**src/frtic_defines.vh**
```
`ifndef FRTIC_DEFINES_VH
`define FRTIC_DEFINES_VH
// register byte offsets on the bus
`define FRTIC_OFF_COUNT 6'h00
`define FRTIC_OFF_CAP1 6'h04
`define FRTIC_OFF_CAP2 6'h08
`define FRTIC_OFF_CAP3 6'h0c
`define FRTIC_OFF_SHARED 6'h10
`define FRTIC_OFF_EDGE 6'h14
`define FRTIC_OFF_MASK1 6'h18
`define FRTIC_OFF_FLAGS1 6'h1c
`define FRTIC_OFF_MASK2 6'h20
`define FRTIC_OFF_FLAGS2 6'h24
`define FRTIC_OFF_ACCCTL 6'h28
`define FRTIC_OFF_DIR 6'h2c
`define FRTIC_OFF_PINOUT 6'h30
`define FRTIC_OFF_NONE 6'h3f
// field positions
`define FRTIC_BIT_OVF 7
`define FRTIC_BIT_OVIE 7
`define FRTIC_BIT_SHSEL 2
`define FRTIC_BIT_PIN3 3
`define FRTIC_BIT_IC4 3
`define FRTIC_BIT_IC1 2
`define FRTIC_BIT_IC2 1
`define FRTIC_BIT_IC3 0
// timing and response codes
`define FRTIC_PRESCALE_WINDOW 8'd64
`define FRTIC_RESP_OKAY 2'b00
`define FRTIC_RESP_SLVERR 2'b10
`endif

```
**src/frtic_timer.v**
```verilog
// Notes on behaviour
// - prescaled bus clock advances free-running counter
// - prescale select written once, first 64 cycles
// - counter reads never disturb its value
// - counter clears on reset, read-only, wraps
// - rollover to zero sets overflow flag
// - overflow flag with enable raises interrupt
// - three capture registers plus shared register
// - capture registers not reset
// - selected pin edge latches counter value
// - capture edge can request an interrupt
// - direction bits reset zero; clear for capture
// - shared channel captures only when selected
// - pin three output writes also capture
// - writes ignored while shared register captures
// - edge field: off, rise, fall, both
// - four edge pairs, cleared on reset
// - wait with mask, no watchdog stops timer
// - flag set per edge, write-one clears
// - flag and enable raise capture interrupt
// - prescale codes divide 1, 4, 8, 16
// - special mode permits prescale writes anytime
//
// Register access over AXI4-Lite and the address map were decided locally.
`include "frtic_defines.vh"
`default_nettype none
module frtic_timer #(
    parameter CHANNELS = 4
) (
    input wire aclk, // bus clock
    input wire aresetn, // synchronous reset, active low
    input wire [3:0] capture_pin, // port a pins three..zero
    input wire special_mode, // special operating mode strap
    input wire wait_instruction, // cpu is in wait mode
    input wire cpu_irq_masked, // cpu interrupt mask bit set
    input wire watchdog_enabled, // watchdog monitor running
    input wire [31:0] s_axi_awaddr, // write address
    input wire s_axi_awvalid, // write address valid
    output reg s_axi_awready, // write address ready
    input wire [31:0] s_axi_wdata, // write data
    input wire [3:0] s_axi_wstrb, // write strobes
    input wire s_axi_wvalid, // write data valid
    output reg s_axi_wready, // write data ready
    output reg [1:0] s_axi_bresp, // write response
    output reg s_axi_bvalid, // write response valid
    input wire s_axi_bready, // write response ready
    input wire [31:0] s_axi_araddr, // read address
    input wire s_axi_arvalid, // read address valid
    output reg s_axi_arready, // read address ready
    output reg [31:0] s_axi_rdata, // read data
    output reg [1:0] s_axi_rresp, // read response
    output reg s_axi_rvalid, // read data valid
    input wire s_axi_rready, // read data ready
    output reg [3:0] port_a_direction, // direction bits, pins 3..0
    output reg pin_three_drive, // level software drives on pin three
    output reg overflow_irq, // overflow interrupt request
    output reg capture_irq // capture interrupt request
);
    reg [15:0] free_running_count;
    reg [15:0] capture_one;
    reg [15:0] capture_two;
    reg [15:0] capture_three;
    reg [15:0] shared_capture_compare;
    reg [7:0] capture_edge_control;
    reg [7:0] first_timer_mask;
    reg [7:0] first_timer_flags;
    reg [7:0] second_timer_mask;
    reg [7:0] second_timer_flags;
    reg [7:0] accumulator_control;
    reg prescale_select_high;
    reg prescale_select_low;
    reg prescale_written;
    reg [7:0] init_cycles;
    reg [3:0] prescaler;
    reg [3:0] sync_a;
    reg [3:0] sync_b;
    reg [3:0] sync_prev;
    reg pin3_prev;
    reg [5:0] aw_addr;
    reg aw_held;
    reg [31:0] w_data;
    reg [3:0] w_strb;
    reg w_held;
    wire [3:0] pin_level;
    wire timer_stopped;
    wire tick;
    wire wr_go;
    wire [3:0] cap_event;
    wire shared_is_capture;
    reg [3:0] prescale_limit;
    reg [31:0] next_rdata;
    reg next_rresp_err;
    reg wr_err;
    integer i;

    function edge_hit;
        input [1:0] sel;
        input prev;
        input now;
        begin
            edge_hit = (sel[0] & ~prev & now) | (sel[1] & prev & ~now);
        end
    endfunction

    assign shared_is_capture = accumulator_control[`FRTIC_BIT_SHSEL];
    assign timer_stopped = wait_instruction & cpu_irq_masked &
                           ~watchdog_enabled;
    always @* begin
        case ({prescale_select_high, prescale_select_low})
            2'b00: prescale_limit = 4'h0;
            2'b01: prescale_limit = 4'h3;
            2'b10: prescale_limit = 4'h7;
            default: prescale_limit = 4'hf;
        endcase
    end
    // compare with >= so a smaller divide chosen mid-period ticks at once
    // instead of wrapping the prescaler through all sixteen states
    assign tick = ~timer_stopped && (prescaler >= prescale_limit);

    // pin three as output: the driven level feeds the detector directly
    assign pin_level = {port_a_direction[`FRTIC_BIT_PIN3] ? pin_three_drive :
                        sync_b[3], sync_b[2:0]};

    genvar g;
    generate
        for (g = 0; g < CHANNELS; g = g + 1) begin : gen_edge
            if (g == 3) begin : gen_shared
                assign cap_event[g] = shared_is_capture & ~timer_stopped &
                    edge_hit(capture_edge_control[1:0], pin3_prev,
                             pin_level[3]);
            end else begin : gen_plain
                assign cap_event[g] = ~timer_stopped &
                    edge_hit(capture_edge_control[2*(3-g)+1 -: 2],
                             sync_prev[g], pin_level[g]);
            end
        end
    endgenerate

    always @(posedge aclk) begin
        sync_a <= capture_pin;
        sync_b <= sync_a;
        sync_prev <= sync_b;
        pin3_prev <= pin_level[3];
    end

    // capture registers have no reset branch
    always @(posedge aclk) begin
        if (cap_event[0])
            capture_one <= free_running_count;
        if (cap_event[1])
            capture_two <= free_running_count;
        if (cap_event[2])
            capture_three <= free_running_count;
        if (cap_event[3])
            shared_capture_compare <= free_running_count;
        else if (wr_go && w_strb[0] && aw_addr == `FRTIC_OFF_SHARED &&
                 !shared_is_capture)
            shared_capture_compare <= w_data[15:0];
    end

    assign wr_go = aw_held && w_held && !s_axi_bvalid;

    // one decoder serves both channels, so reads and writes share the map
    function reg_known;
        input [31:0] addr;
        begin
            case (addr)
                {26'h0, `FRTIC_OFF_COUNT},
                {26'h0, `FRTIC_OFF_CAP1},
                {26'h0, `FRTIC_OFF_CAP2},
                {26'h0, `FRTIC_OFF_CAP3},
                {26'h0, `FRTIC_OFF_SHARED},
                {26'h0, `FRTIC_OFF_EDGE},
                {26'h0, `FRTIC_OFF_MASK1},
                {26'h0, `FRTIC_OFF_FLAGS1},
                {26'h0, `FRTIC_OFF_MASK2},
                {26'h0, `FRTIC_OFF_FLAGS2},
                {26'h0, `FRTIC_OFF_ACCCTL},
                {26'h0, `FRTIC_OFF_DIR},
                {26'h0, `FRTIC_OFF_PINOUT}: reg_known = 1'b1;
                default: reg_known = 1'b0;
            endcase
        end
    endfunction

    // unmapped reads answer zero with an error
    always @* begin
        next_rdata = 32'h0000_0000;
        next_rresp_err = ~reg_known(s_axi_araddr);
        case (s_axi_araddr[5:0])
            `FRTIC_OFF_COUNT: next_rdata[15:0] = free_running_count;
            `FRTIC_OFF_CAP1: next_rdata[15:0] = capture_one;
            `FRTIC_OFF_CAP2: next_rdata[15:0] = capture_two;
            `FRTIC_OFF_CAP3: next_rdata[15:0] = capture_three;
            `FRTIC_OFF_SHARED: next_rdata[15:0] = shared_capture_compare;
            `FRTIC_OFF_EDGE: next_rdata[7:0] = capture_edge_control;
            `FRTIC_OFF_MASK1: next_rdata[7:0] = first_timer_mask;
            `FRTIC_OFF_FLAGS1: next_rdata[7:0] = first_timer_flags;
            `FRTIC_OFF_MASK2: next_rdata[7:0] = second_timer_mask |
                {6'h00, prescale_select_high, prescale_select_low};
            `FRTIC_OFF_FLAGS2: next_rdata[7:0] = second_timer_flags;
            `FRTIC_OFF_ACCCTL: next_rdata[7:0] = accumulator_control;
            `FRTIC_OFF_DIR: next_rdata[3:0] = port_a_direction;
            `FRTIC_OFF_PINOUT: next_rdata[`FRTIC_BIT_PIN3] = pin_three_drive;
            default: next_rdata = 32'h0000_0000;
        endcase
        if (next_rresp_err)
            next_rdata = 32'h0000_0000;
    end

    always @* begin
        wr_err = ~reg_known({26'h0, aw_addr});
    end

    // the counter has no write path, so no read or write can disturb it
    always @(posedge aclk) begin
        if (!aresetn) begin
            free_running_count <= 16'h0000;
            prescaler <= 4'h0;
            init_cycles <= 8'h00;
        end else begin
            if (init_cycles != `FRTIC_PRESCALE_WINDOW)
                init_cycles <= init_cycles + 8'd1;
            // wait mode with the mask set and no watchdog freezes the prescaler phase as well as the count
            if (!timer_stopped)
                prescaler <= tick ? 4'h0 : prescaler + 4'h1;
            if (tick)
                free_running_count <= free_running_count + 16'h0001;
        end
    end

    // address and data are latched in either order
    always @(posedge aclk) begin
        if (!aresetn) begin
            s_axi_awready <= 1'b0;
            s_axi_wready <= 1'b0;
            s_axi_bvalid <= 1'b0;
            s_axi_bresp <= `FRTIC_RESP_OKAY;
            aw_held <= 1'b0;
            w_held <= 1'b0;
            aw_addr <= 6'h00;
            w_data <= 32'h0000_0000;
            w_strb <= 4'h0;
        end else begin
            s_axi_awready <= ~aw_held & ~s_axi_awready & s_axi_awvalid;
            s_axi_wready <= ~w_held & ~s_axi_wready & s_axi_wvalid;
            if (s_axi_awvalid && s_axi_awready) begin
                aw_held <= 1'b1;
                // out-of-range addresses park on an unmapped offset
                if (s_axi_awaddr[31:6] != 26'h0)
                    aw_addr <= `FRTIC_OFF_NONE;
                else
                    aw_addr <= s_axi_awaddr[5:0];
            end
            if (s_axi_wvalid && s_axi_wready) begin
                w_held <= 1'b1;
                w_data <= s_axi_wdata;
                w_strb <= s_axi_wstrb;
            end
            if (s_axi_bvalid && s_axi_bready)
                s_axi_bvalid <= 1'b0;
            if (wr_go) begin
                aw_held <= 1'b0;
                w_held <= 1'b0;
                s_axi_bvalid <= 1'b1;
                s_axi_bresp <= wr_err ? `FRTIC_RESP_SLVERR : `FRTIC_RESP_OKAY;
            end
        end
    end

    always @(posedge aclk) begin
        if (!aresetn) begin
            capture_edge_control <= 8'h00;
            first_timer_mask <= 8'h00;
            second_timer_mask <= 8'h00;
            accumulator_control <= 8'h00;
            port_a_direction <= 4'h0;
            pin_three_drive <= 1'b0;
            prescale_select_high <= 1'b0;
            prescale_select_low <= 1'b0;
            prescale_written <= 1'b0;
        end else if (wr_go && w_strb[0]) begin
            case (aw_addr)
                `FRTIC_OFF_EDGE: capture_edge_control <= w_data[7:0];
                `FRTIC_OFF_MASK1: first_timer_mask <= w_data[7:0];
                `FRTIC_OFF_MASK2: begin
                    second_timer_mask <= {w_data[7:4], 4'h0};
                    // late writes still answer okay; only the divide holds
                    if (special_mode || (!prescale_written &&
                        init_cycles != `FRTIC_PRESCALE_WINDOW)) begin
                        prescale_select_high <= w_data[1];
                        prescale_select_low <= w_data[0];
                        prescale_written <= 1'b1;
                    end
                end
                `FRTIC_OFF_ACCCTL: accumulator_control <= w_data[7:0];
                `FRTIC_OFF_DIR: port_a_direction <= w_data[3:0];
                `FRTIC_OFF_PINOUT: pin_three_drive <= w_data[3];
                default: ;
            endcase
        end
    end

    // set wins over a simultaneous write-one clear
    always @(posedge aclk) begin
        if (!aresetn) begin
            first_timer_flags <= 8'h00;
            second_timer_flags <= 8'h00;
        end else begin
            for (i = 0; i < 8; i = i + 1) begin
                if (wr_go && w_strb[0] && aw_addr == `FRTIC_OFF_FLAGS1 &&
                    w_data[i])
                    first_timer_flags[i] <= 1'b0;
                if (wr_go && w_strb[0] && aw_addr == `FRTIC_OFF_FLAGS2 &&
                    w_data[i])
                    second_timer_flags[i] <= 1'b0;
            end
            if (cap_event[0])
                first_timer_flags[`FRTIC_BIT_IC1] <= 1'b1;
            if (cap_event[1])
                first_timer_flags[`FRTIC_BIT_IC2] <= 1'b1;
            if (cap_event[2])
                first_timer_flags[`FRTIC_BIT_IC3] <= 1'b1;
            if (cap_event[3])
                first_timer_flags[`FRTIC_BIT_IC4] <= 1'b1;
            if (tick && free_running_count == 16'hffff)
                second_timer_flags[`FRTIC_BIT_OVF] <= 1'b1;
        end
    end

    // requests trail their flags by one cycle so they leave from a flop
    always @(posedge aclk) begin
        if (!aresetn) begin
            overflow_irq <= 1'b0;
            capture_irq <= 1'b0;
        end else begin
            overflow_irq <= second_timer_flags[`FRTIC_BIT_OVF] &
                            second_timer_mask[`FRTIC_BIT_OVIE];
            capture_irq <= |(first_timer_flags[3:0] &
                             first_timer_mask[3:0]);
        end
    end

    // the master holds araddr until arready, so it is decoded at that edge
    always @(posedge aclk) begin
        if (!aresetn) begin
            s_axi_arready <= 1'b0;
            s_axi_rvalid <= 1'b0;
            s_axi_rresp <= `FRTIC_RESP_OKAY;
            s_axi_rdata <= 32'h0000_0000;
        end else begin
            s_axi_arready <= ~s_axi_arready & ~s_axi_rvalid & s_axi_arvalid;
            if (s_axi_arvalid && s_axi_arready) begin
                s_axi_rvalid <= 1'b1;
                s_axi_rdata <= next_rdata;
                s_axi_rresp <= next_rresp_err ? `FRTIC_RESP_SLVERR :
                               `FRTIC_RESP_OKAY;
            end else if (s_axi_rvalid && s_axi_rready) begin
                s_axi_rvalid <= 1'b0;
            end
        end
    end
endmodule // frtic_timer
`default_nettype wire

```
**config.mk**
```make
export PLATFORM = sky130hd
export DESIGN_NAME = frtic_timer
export DESIGN_NICKNAME = d
export VERILOG_FILES = /design/src/frtic_timer.v
export VERILOG_INCLUDE_DIRS = /design/src
export SDC_FILE = /design/constraint.sdc
export NUM_CORES = 1
export LEC_CHECK = 0
export BUFFER_PORTS_ARGS = -buffer_cell sky130_fd_sc_hd__buf_2
export CAP_MARGIN = 30
export CORE_MARGIN = 3
export CORE_UTILIZATION = 45
export DETAILED_ROUTE_END_ITERATION = 10
export MAX_ROUTING_LAYER = met4
export PLACE_DENSITY = 0.76
export SYNTH_ARGS = -nofsm -noshare
export SYNTH_HDL_FRONTEND = slang
export SYNTH_SLANG_ARGS = --single-unit
```
**constraint.sdc**
```tcl
create_clock -name aclk -period 6.9 [get_ports aclk]
set_clock_uncertainty 0.2 [all_clocks]
set_input_delay 0.69 -clock aclk [delete_from_list [all_inputs] [get_ports aclk]]
set_output_delay 0.69 -clock aclk [all_outputs]
set_load 0.05 [all_outputs]
```
### Word level (Yosys, flattened, before mapping)

Memories as Yosys holds them, arrays and structs flattened. A register that Yosys moved wholly into a read port is not among the register bits.
Cells that the tools add are included.

* bits in latches: 0
* input port bits: 115
* register bits: 213
* ROM bits: 128
* RAM bits: 0
* output and inout port bits: 48
* logic and storage cells: 199
* memories: 2

Memories
* (name not given): words 64, width 1, read ports 1, clocked after memory_dff 1, write ports 0, RTL line frtic_timer.v:167 `case (addr)`
* (name not given): words 64, width 1, read ports 1, clocked after memory_dff 0, write ports 0, RTL line frtic_timer.v:167

* $lt $le $gt $ge: 1
* shifts and indexed selects: 0
* add/subtract/negate cells: 3
* multipliers: 0
* reductions and logical operators: 45
* muxes and demuxes: 30
* eq/ne operators: 25
* bitwise gates (word level): 53
* divide/modulo/power cells: 0

Operator list (count)
* 6-bit equality test (second input constant): 10
* 6-bit by 5-bit equality test with 1-bit output (second input constant): 8
* 16-bit 2-to-1 mux: 3
* 4-bit one-hot mux with 10 select lines: 1
* 8-bit one-hot mux with 5 select lines: 1
* 3-bit one-hot mux with 11 select lines: 1
* 1-bit AND: 30
* 26-bit zero test: 1
* 26-bit nonzero test: 1
* 1-bit logical AND: 20
* 6-bit 2-to-1 mux: 3
* 1-bit NOT: 17
* 16-bit by 1-bit adder with 16-bit output (second input constant): 1
* 16-bit equality test (second input constant): 1
* 1-bit 2-to-1 mux: 16
* 2-bit nonzero test: 8
* 6-bit by 4-bit equality test with 1-bit output (second input constant): 2
* 1-bit one-hot mux with 12 select lines: 1
* 4-bit one-hot mux with 3 select lines: 1
* 2-bit AND reduction: 6
* 8-bit by 1-bit adder with 8-bit output (second input constant): 1
* 8-bit by 7-bit inequality test with 1-bit output (second input constant): 1
* 8-bit by 2-bit OR with 8-bit output: 1
* 6-bit by 3-bit equality test with 1-bit output (second input constant): 1
* other kinds (15): 21

### Longest topological paths before layout

* depth after elaboration: 7
* gate-level depth with buffers: 8
* depth with buffers taken out: 7

### Least setup slack after synthesis

No wires, ideal clock.

* path type: reg-to-reg
* from: register port_a_direction[3]
* to: register shared_capture_compare[0], enable pin
* clock period less this slack: 2.661 ns
* buffers on the path: 1
* cell stages (with the launch flop): 6
* slack: 4.239 ns
* data required time: 6.361 ns
* data arrival time: 2.122 ns
* cell sequence: dfxtp_1 -> mux2_2 -> mux2_2 -> nor3_4 -> buf_6 -> a31o_2

* cells in the longest elaborated chain, start to end: 6
* elaborated cells between the ends (all ways): 7
* those cells by class: 1 x mux; 5 x bitwise; 1 x reduce/logical

RTL lines
* start: declaration: RTL line frtic_timer.v:54 `output reg [3:0] port_a_direction,`
* start signal: assignment: RTL line frtic_timer.v:297 `` `FRTIC_OFF_DIR: port_a_direction <= w_data[3:0]; ``
* 1-bit 2-to-1 mux *: RTL line frtic_timer.v:121 `` assign pin_level = {port_a_direction[`FRTIC_BIT_PIN3] ? pin_three_drive : ``
* named net pin_level[3]: RTL line frtic_timer.v:84 `wire [3:0] pin_level;`
* 1-bit NOT: RTL line frtic_timer.v:101 `edge_hit = (sel[0] & ~prev & now) | (sel[1] & prev & ~now);`
* 1-bit AND: RTL line frtic_timer.v:101
* 1-bit OR *: RTL line frtic_timer.v:101
* 1-bit AND *: RTL line frtic_timer.v:128 `assign cap_event[g] = shared_is_capture & ~timer_stopped &`
* 2-bit nonzero test (no source line) *
* end signal: assignment: RTL line frtic_timer.v:155 `shared_capture_compare <= free_running_count;`
* end signal: assignment: RTL line frtic_timer.v:158 `shared_capture_compare <= w_data[15:0];`
* end: declaration: RTL line frtic_timer.v:63 `reg [15:0] shared_capture_compare;`

The timed path passes the listed nets; every way through them passes the cells marked *.
A chain may end at the register's enable or synchronous reset.

### Worst setup path after layout

* from: register port_a_direction[3]
* to: register shared_capture_compare[13], enable pin

The elaborated chain is that of the path after synthesis.

==> results.toml <==
[global_route]
grtUsageTotal_pct = 21.1
antenna_found_initial = 1
overflow = 0
grt_max_degree = 91
grt_pass1_vias = 6039
grt_first_pass_wirelength_mm = 32.7

[pwr]
seq_power_share_pct = 51.6
internal_power_mw = 1.79
vdd_drop_max_mv = 0.162
p_total_mw = 2.36
clockPowerShare_pct = 42.2
power_density_nw_per_um2 = 240
switching_power_uw = 573
power_frac_comb_pct = 6.3
p_sw_share_pct = 24.2
power.leakage_nw = 3.74

[timing]
max_slew_margin_pct = 32.1
setup_viol = 0
tightest_slew_ns = 1.02
rsz0062_at_grt = "no"
finalMaxSlewViolations = 0
period_share_pct = 43.7
min_period_ns = 3.01
whs_ns = 0.128
fin_tns_setup_ns = 0
fmax_mhz = 332
finalHoldViolations = 0

[layout]
final_util_pct = 53.9
nFillCells = 1528
nets = 1019
fin_cells = 1139
drive_gt1_share_pct = 23.2
area_growth_syn_to_layout_pct = 15.7

[critical_path]
crit_path_max_fanout = 18
crit_chain = "mux2_2, mux2_2, nor3_4, a31o_2"
crit_top_cell = "mux2_2"
critPathSlowestCell = "nor3_4"
startpoint_type = "flop"
crit_arrival_ns = 2.89
required_ns = 6.77
max_stage_delay_ns = 0.77
critPathKind = "flop to flop"
endpoint_kind = "flop"

[clock_network]
cts_tree = "yes"
cts.sinks = 196
cts-root-buf = "clkbuf_16"
hold_buffers = 0
clk_pin_slew_ns = 0.07
h-tree-depth = 4
cts_resized = 0
postCtsSetupRepairBufs = 0
clk_latency_ns = 0.44
cts.path.max_buffers = 2
cts_made_buffers = 17

[synth]
ys_ff_latch = 196
yosys.area.top_type = "dfxtp_1"
synth_edf_count = 64
syn_avg_cell_area_um2 = 10.8
synthTopCellsByCount = "dfxtp_1, nor2_1, nand2_1, edfxtp_1, mux2i_1"
synth_top_area_share_pct = 31.0
synth_cells = 785
synth.most_common_cell = "dfxtp_1"
synth_top_flop_cell = "dfxtp_1"
ys_warn_count = 0
netlist-cell-type-count = 68
synthArstFlopShare_pct = 0
yosysSeqAreaShare_pct = 53.6
synthTopCellsByArea = "dfxtp_1, edfxtp_1, mux2i_1"
syn_area_um2 = 8510

[routing]
drc = 0
totalWireLength_mm = 21.3
vias = 6588
viasPerCell = 5.78
firstDrtPassIters = 5
drt.antenna.violating_nets = 0
wire_per_inst_um = 18.7
dr.first_iter.drc_count = 682

[floorplan]
die-area_um2 = 20600
pin_count = 163
core_region_area_um2 = 18300
die_h_um = 144
die_width_um = 144
num_rows = 49
initial_core_util_pct = 46.6

[worst_hold_path]
hold_class = "flop to flop"

[placed_design]
port_buffers = 125
dp_hpwl_mm = 14.3
placedCellCount = 1106
gp_congestion = 0.895

[job]
cap_viol_max_count = 0

[run_status]
outcome = "finished, final reports clean"
[layout make-up]
| cell class | count | area (um2) | area share, % |
|---|---|---|---|
| flip-flops and latches | 196 | 4560 | 46.4 |
| multi-input cells | 537 | 3670 | 37.2 |
| repair buffers | 132 | 678 | 6.89 |
| clock buffers | 20 | 500 | 5.08 |
| well taps | 229 | 287 | 2.91 |
| clock inverters | 12 | 100 | 1.02 |
| inverters | 12 | 45.0 | 0.458 |
| diodes | 1 | 2.50 | 0.0254 |
[power by group through the flow]
| stage | clock network, mW | logic (mW) | registers [mW] |
|---|---|---|---|
| after global routing | 1.05 | 0.161 | 1.22 |
| after global placement | 0 | 0.145 | 1.24 |
| after floorplan | 0 | 0.102 | 1.24 |
| after detailed placement | 0 | 0.147 | 1.25 |
| after CTS | 1.01 | 0.148 | 1.22 |
| final | 0.996 | 0.148 | 1.22 |
[critical path: cells and delay by family (launching register included)]
kind / cells / cell delay, ns
AO/OA/AOI/OAI: 1 / 0.57
flip-flops: 1 / 0.40
multiplexers: 2 / 0.69
AND/OR/NAND/NOR: 1 / 0.77
[routing by layer]
| layer | track usage (%) | up-vias | wire (um) |
|---|---|---|---|
| li1 | - | 3086 | - |
| met1 | 27.9 | 3137 | 9160 |
| met2 | 32.5 | 321 | 9850 |
| met3 | 4.16 | 44 | 1710 |
| met4 | 7.48 | 0 | 553 |
| met5 | - | - | 0 |
[sequential cells by signal, summed over array words and instances (netlist names), 3 cells and up, named ones only]
name,count
capture_one,16
capture_three,16
capture_two,16
free_running_count,16
s_axi_rdata,16
shared_capture_compare,16
w_data,16
accumulator_control,8
capture_edge_control,8
first_timer_mask,8
init_cycles,8
aw_addr,6
first_timer_flags,4
port_a_direction,4
prescaler,4
second_timer_mask,4
sync_a,4
sync_b,4
sync_prev,3
[placed cells by master, fill, tap and decap left out, drive strengths merged, types with 10 or more instances in the layout]
cell and instances:
a21oi 39, a22o 21, a22oi 12, buf 132, clkbuf 20, conb 18, dfxtp 132, edfxtp 64
inv 22, mux2 19, mux2i 48, nand2 72, nand3 22, nand3b 11, nor2 80, nor3 11
nor4 21, nor4b 10, o21ai 18, xnor2 16
[metrics by stage]
step / worst slack (ns) / area (um2)
floorplan: 4.24 / 8570
global placement: 3.65 / 9230
detailed placement: 3.65 / 9240
CTS: 3.87 / 9840
global route: 3.78 / 9840
finish: 3.89 / 9840
[worst paths after layout]
check	start	endpoint	slack, ns	cells past startpoint
max reg2reg	port_a_direction[3]	shared_capture_compare[13]	3.89	4
min reg2reg	sync_a[3]	sync_b[3]	0.13	0
min	sync_a[3]	sync_b[3]	0.13	0
max	port_a_direction[3]	shared_capture_compare[13]	3.89	4
[cell families after synthesis]
group / synth area share [%]
flops: 53.6
buf+inv: 4.12
fa+ha+maj: 1.29
xor+xnor: 2.37
compound gates: 10.9
mux: 10.5
simple gates: 17.1
other cells: 0.0441
No activity file was read; power rests on OpenSTA's default activity.
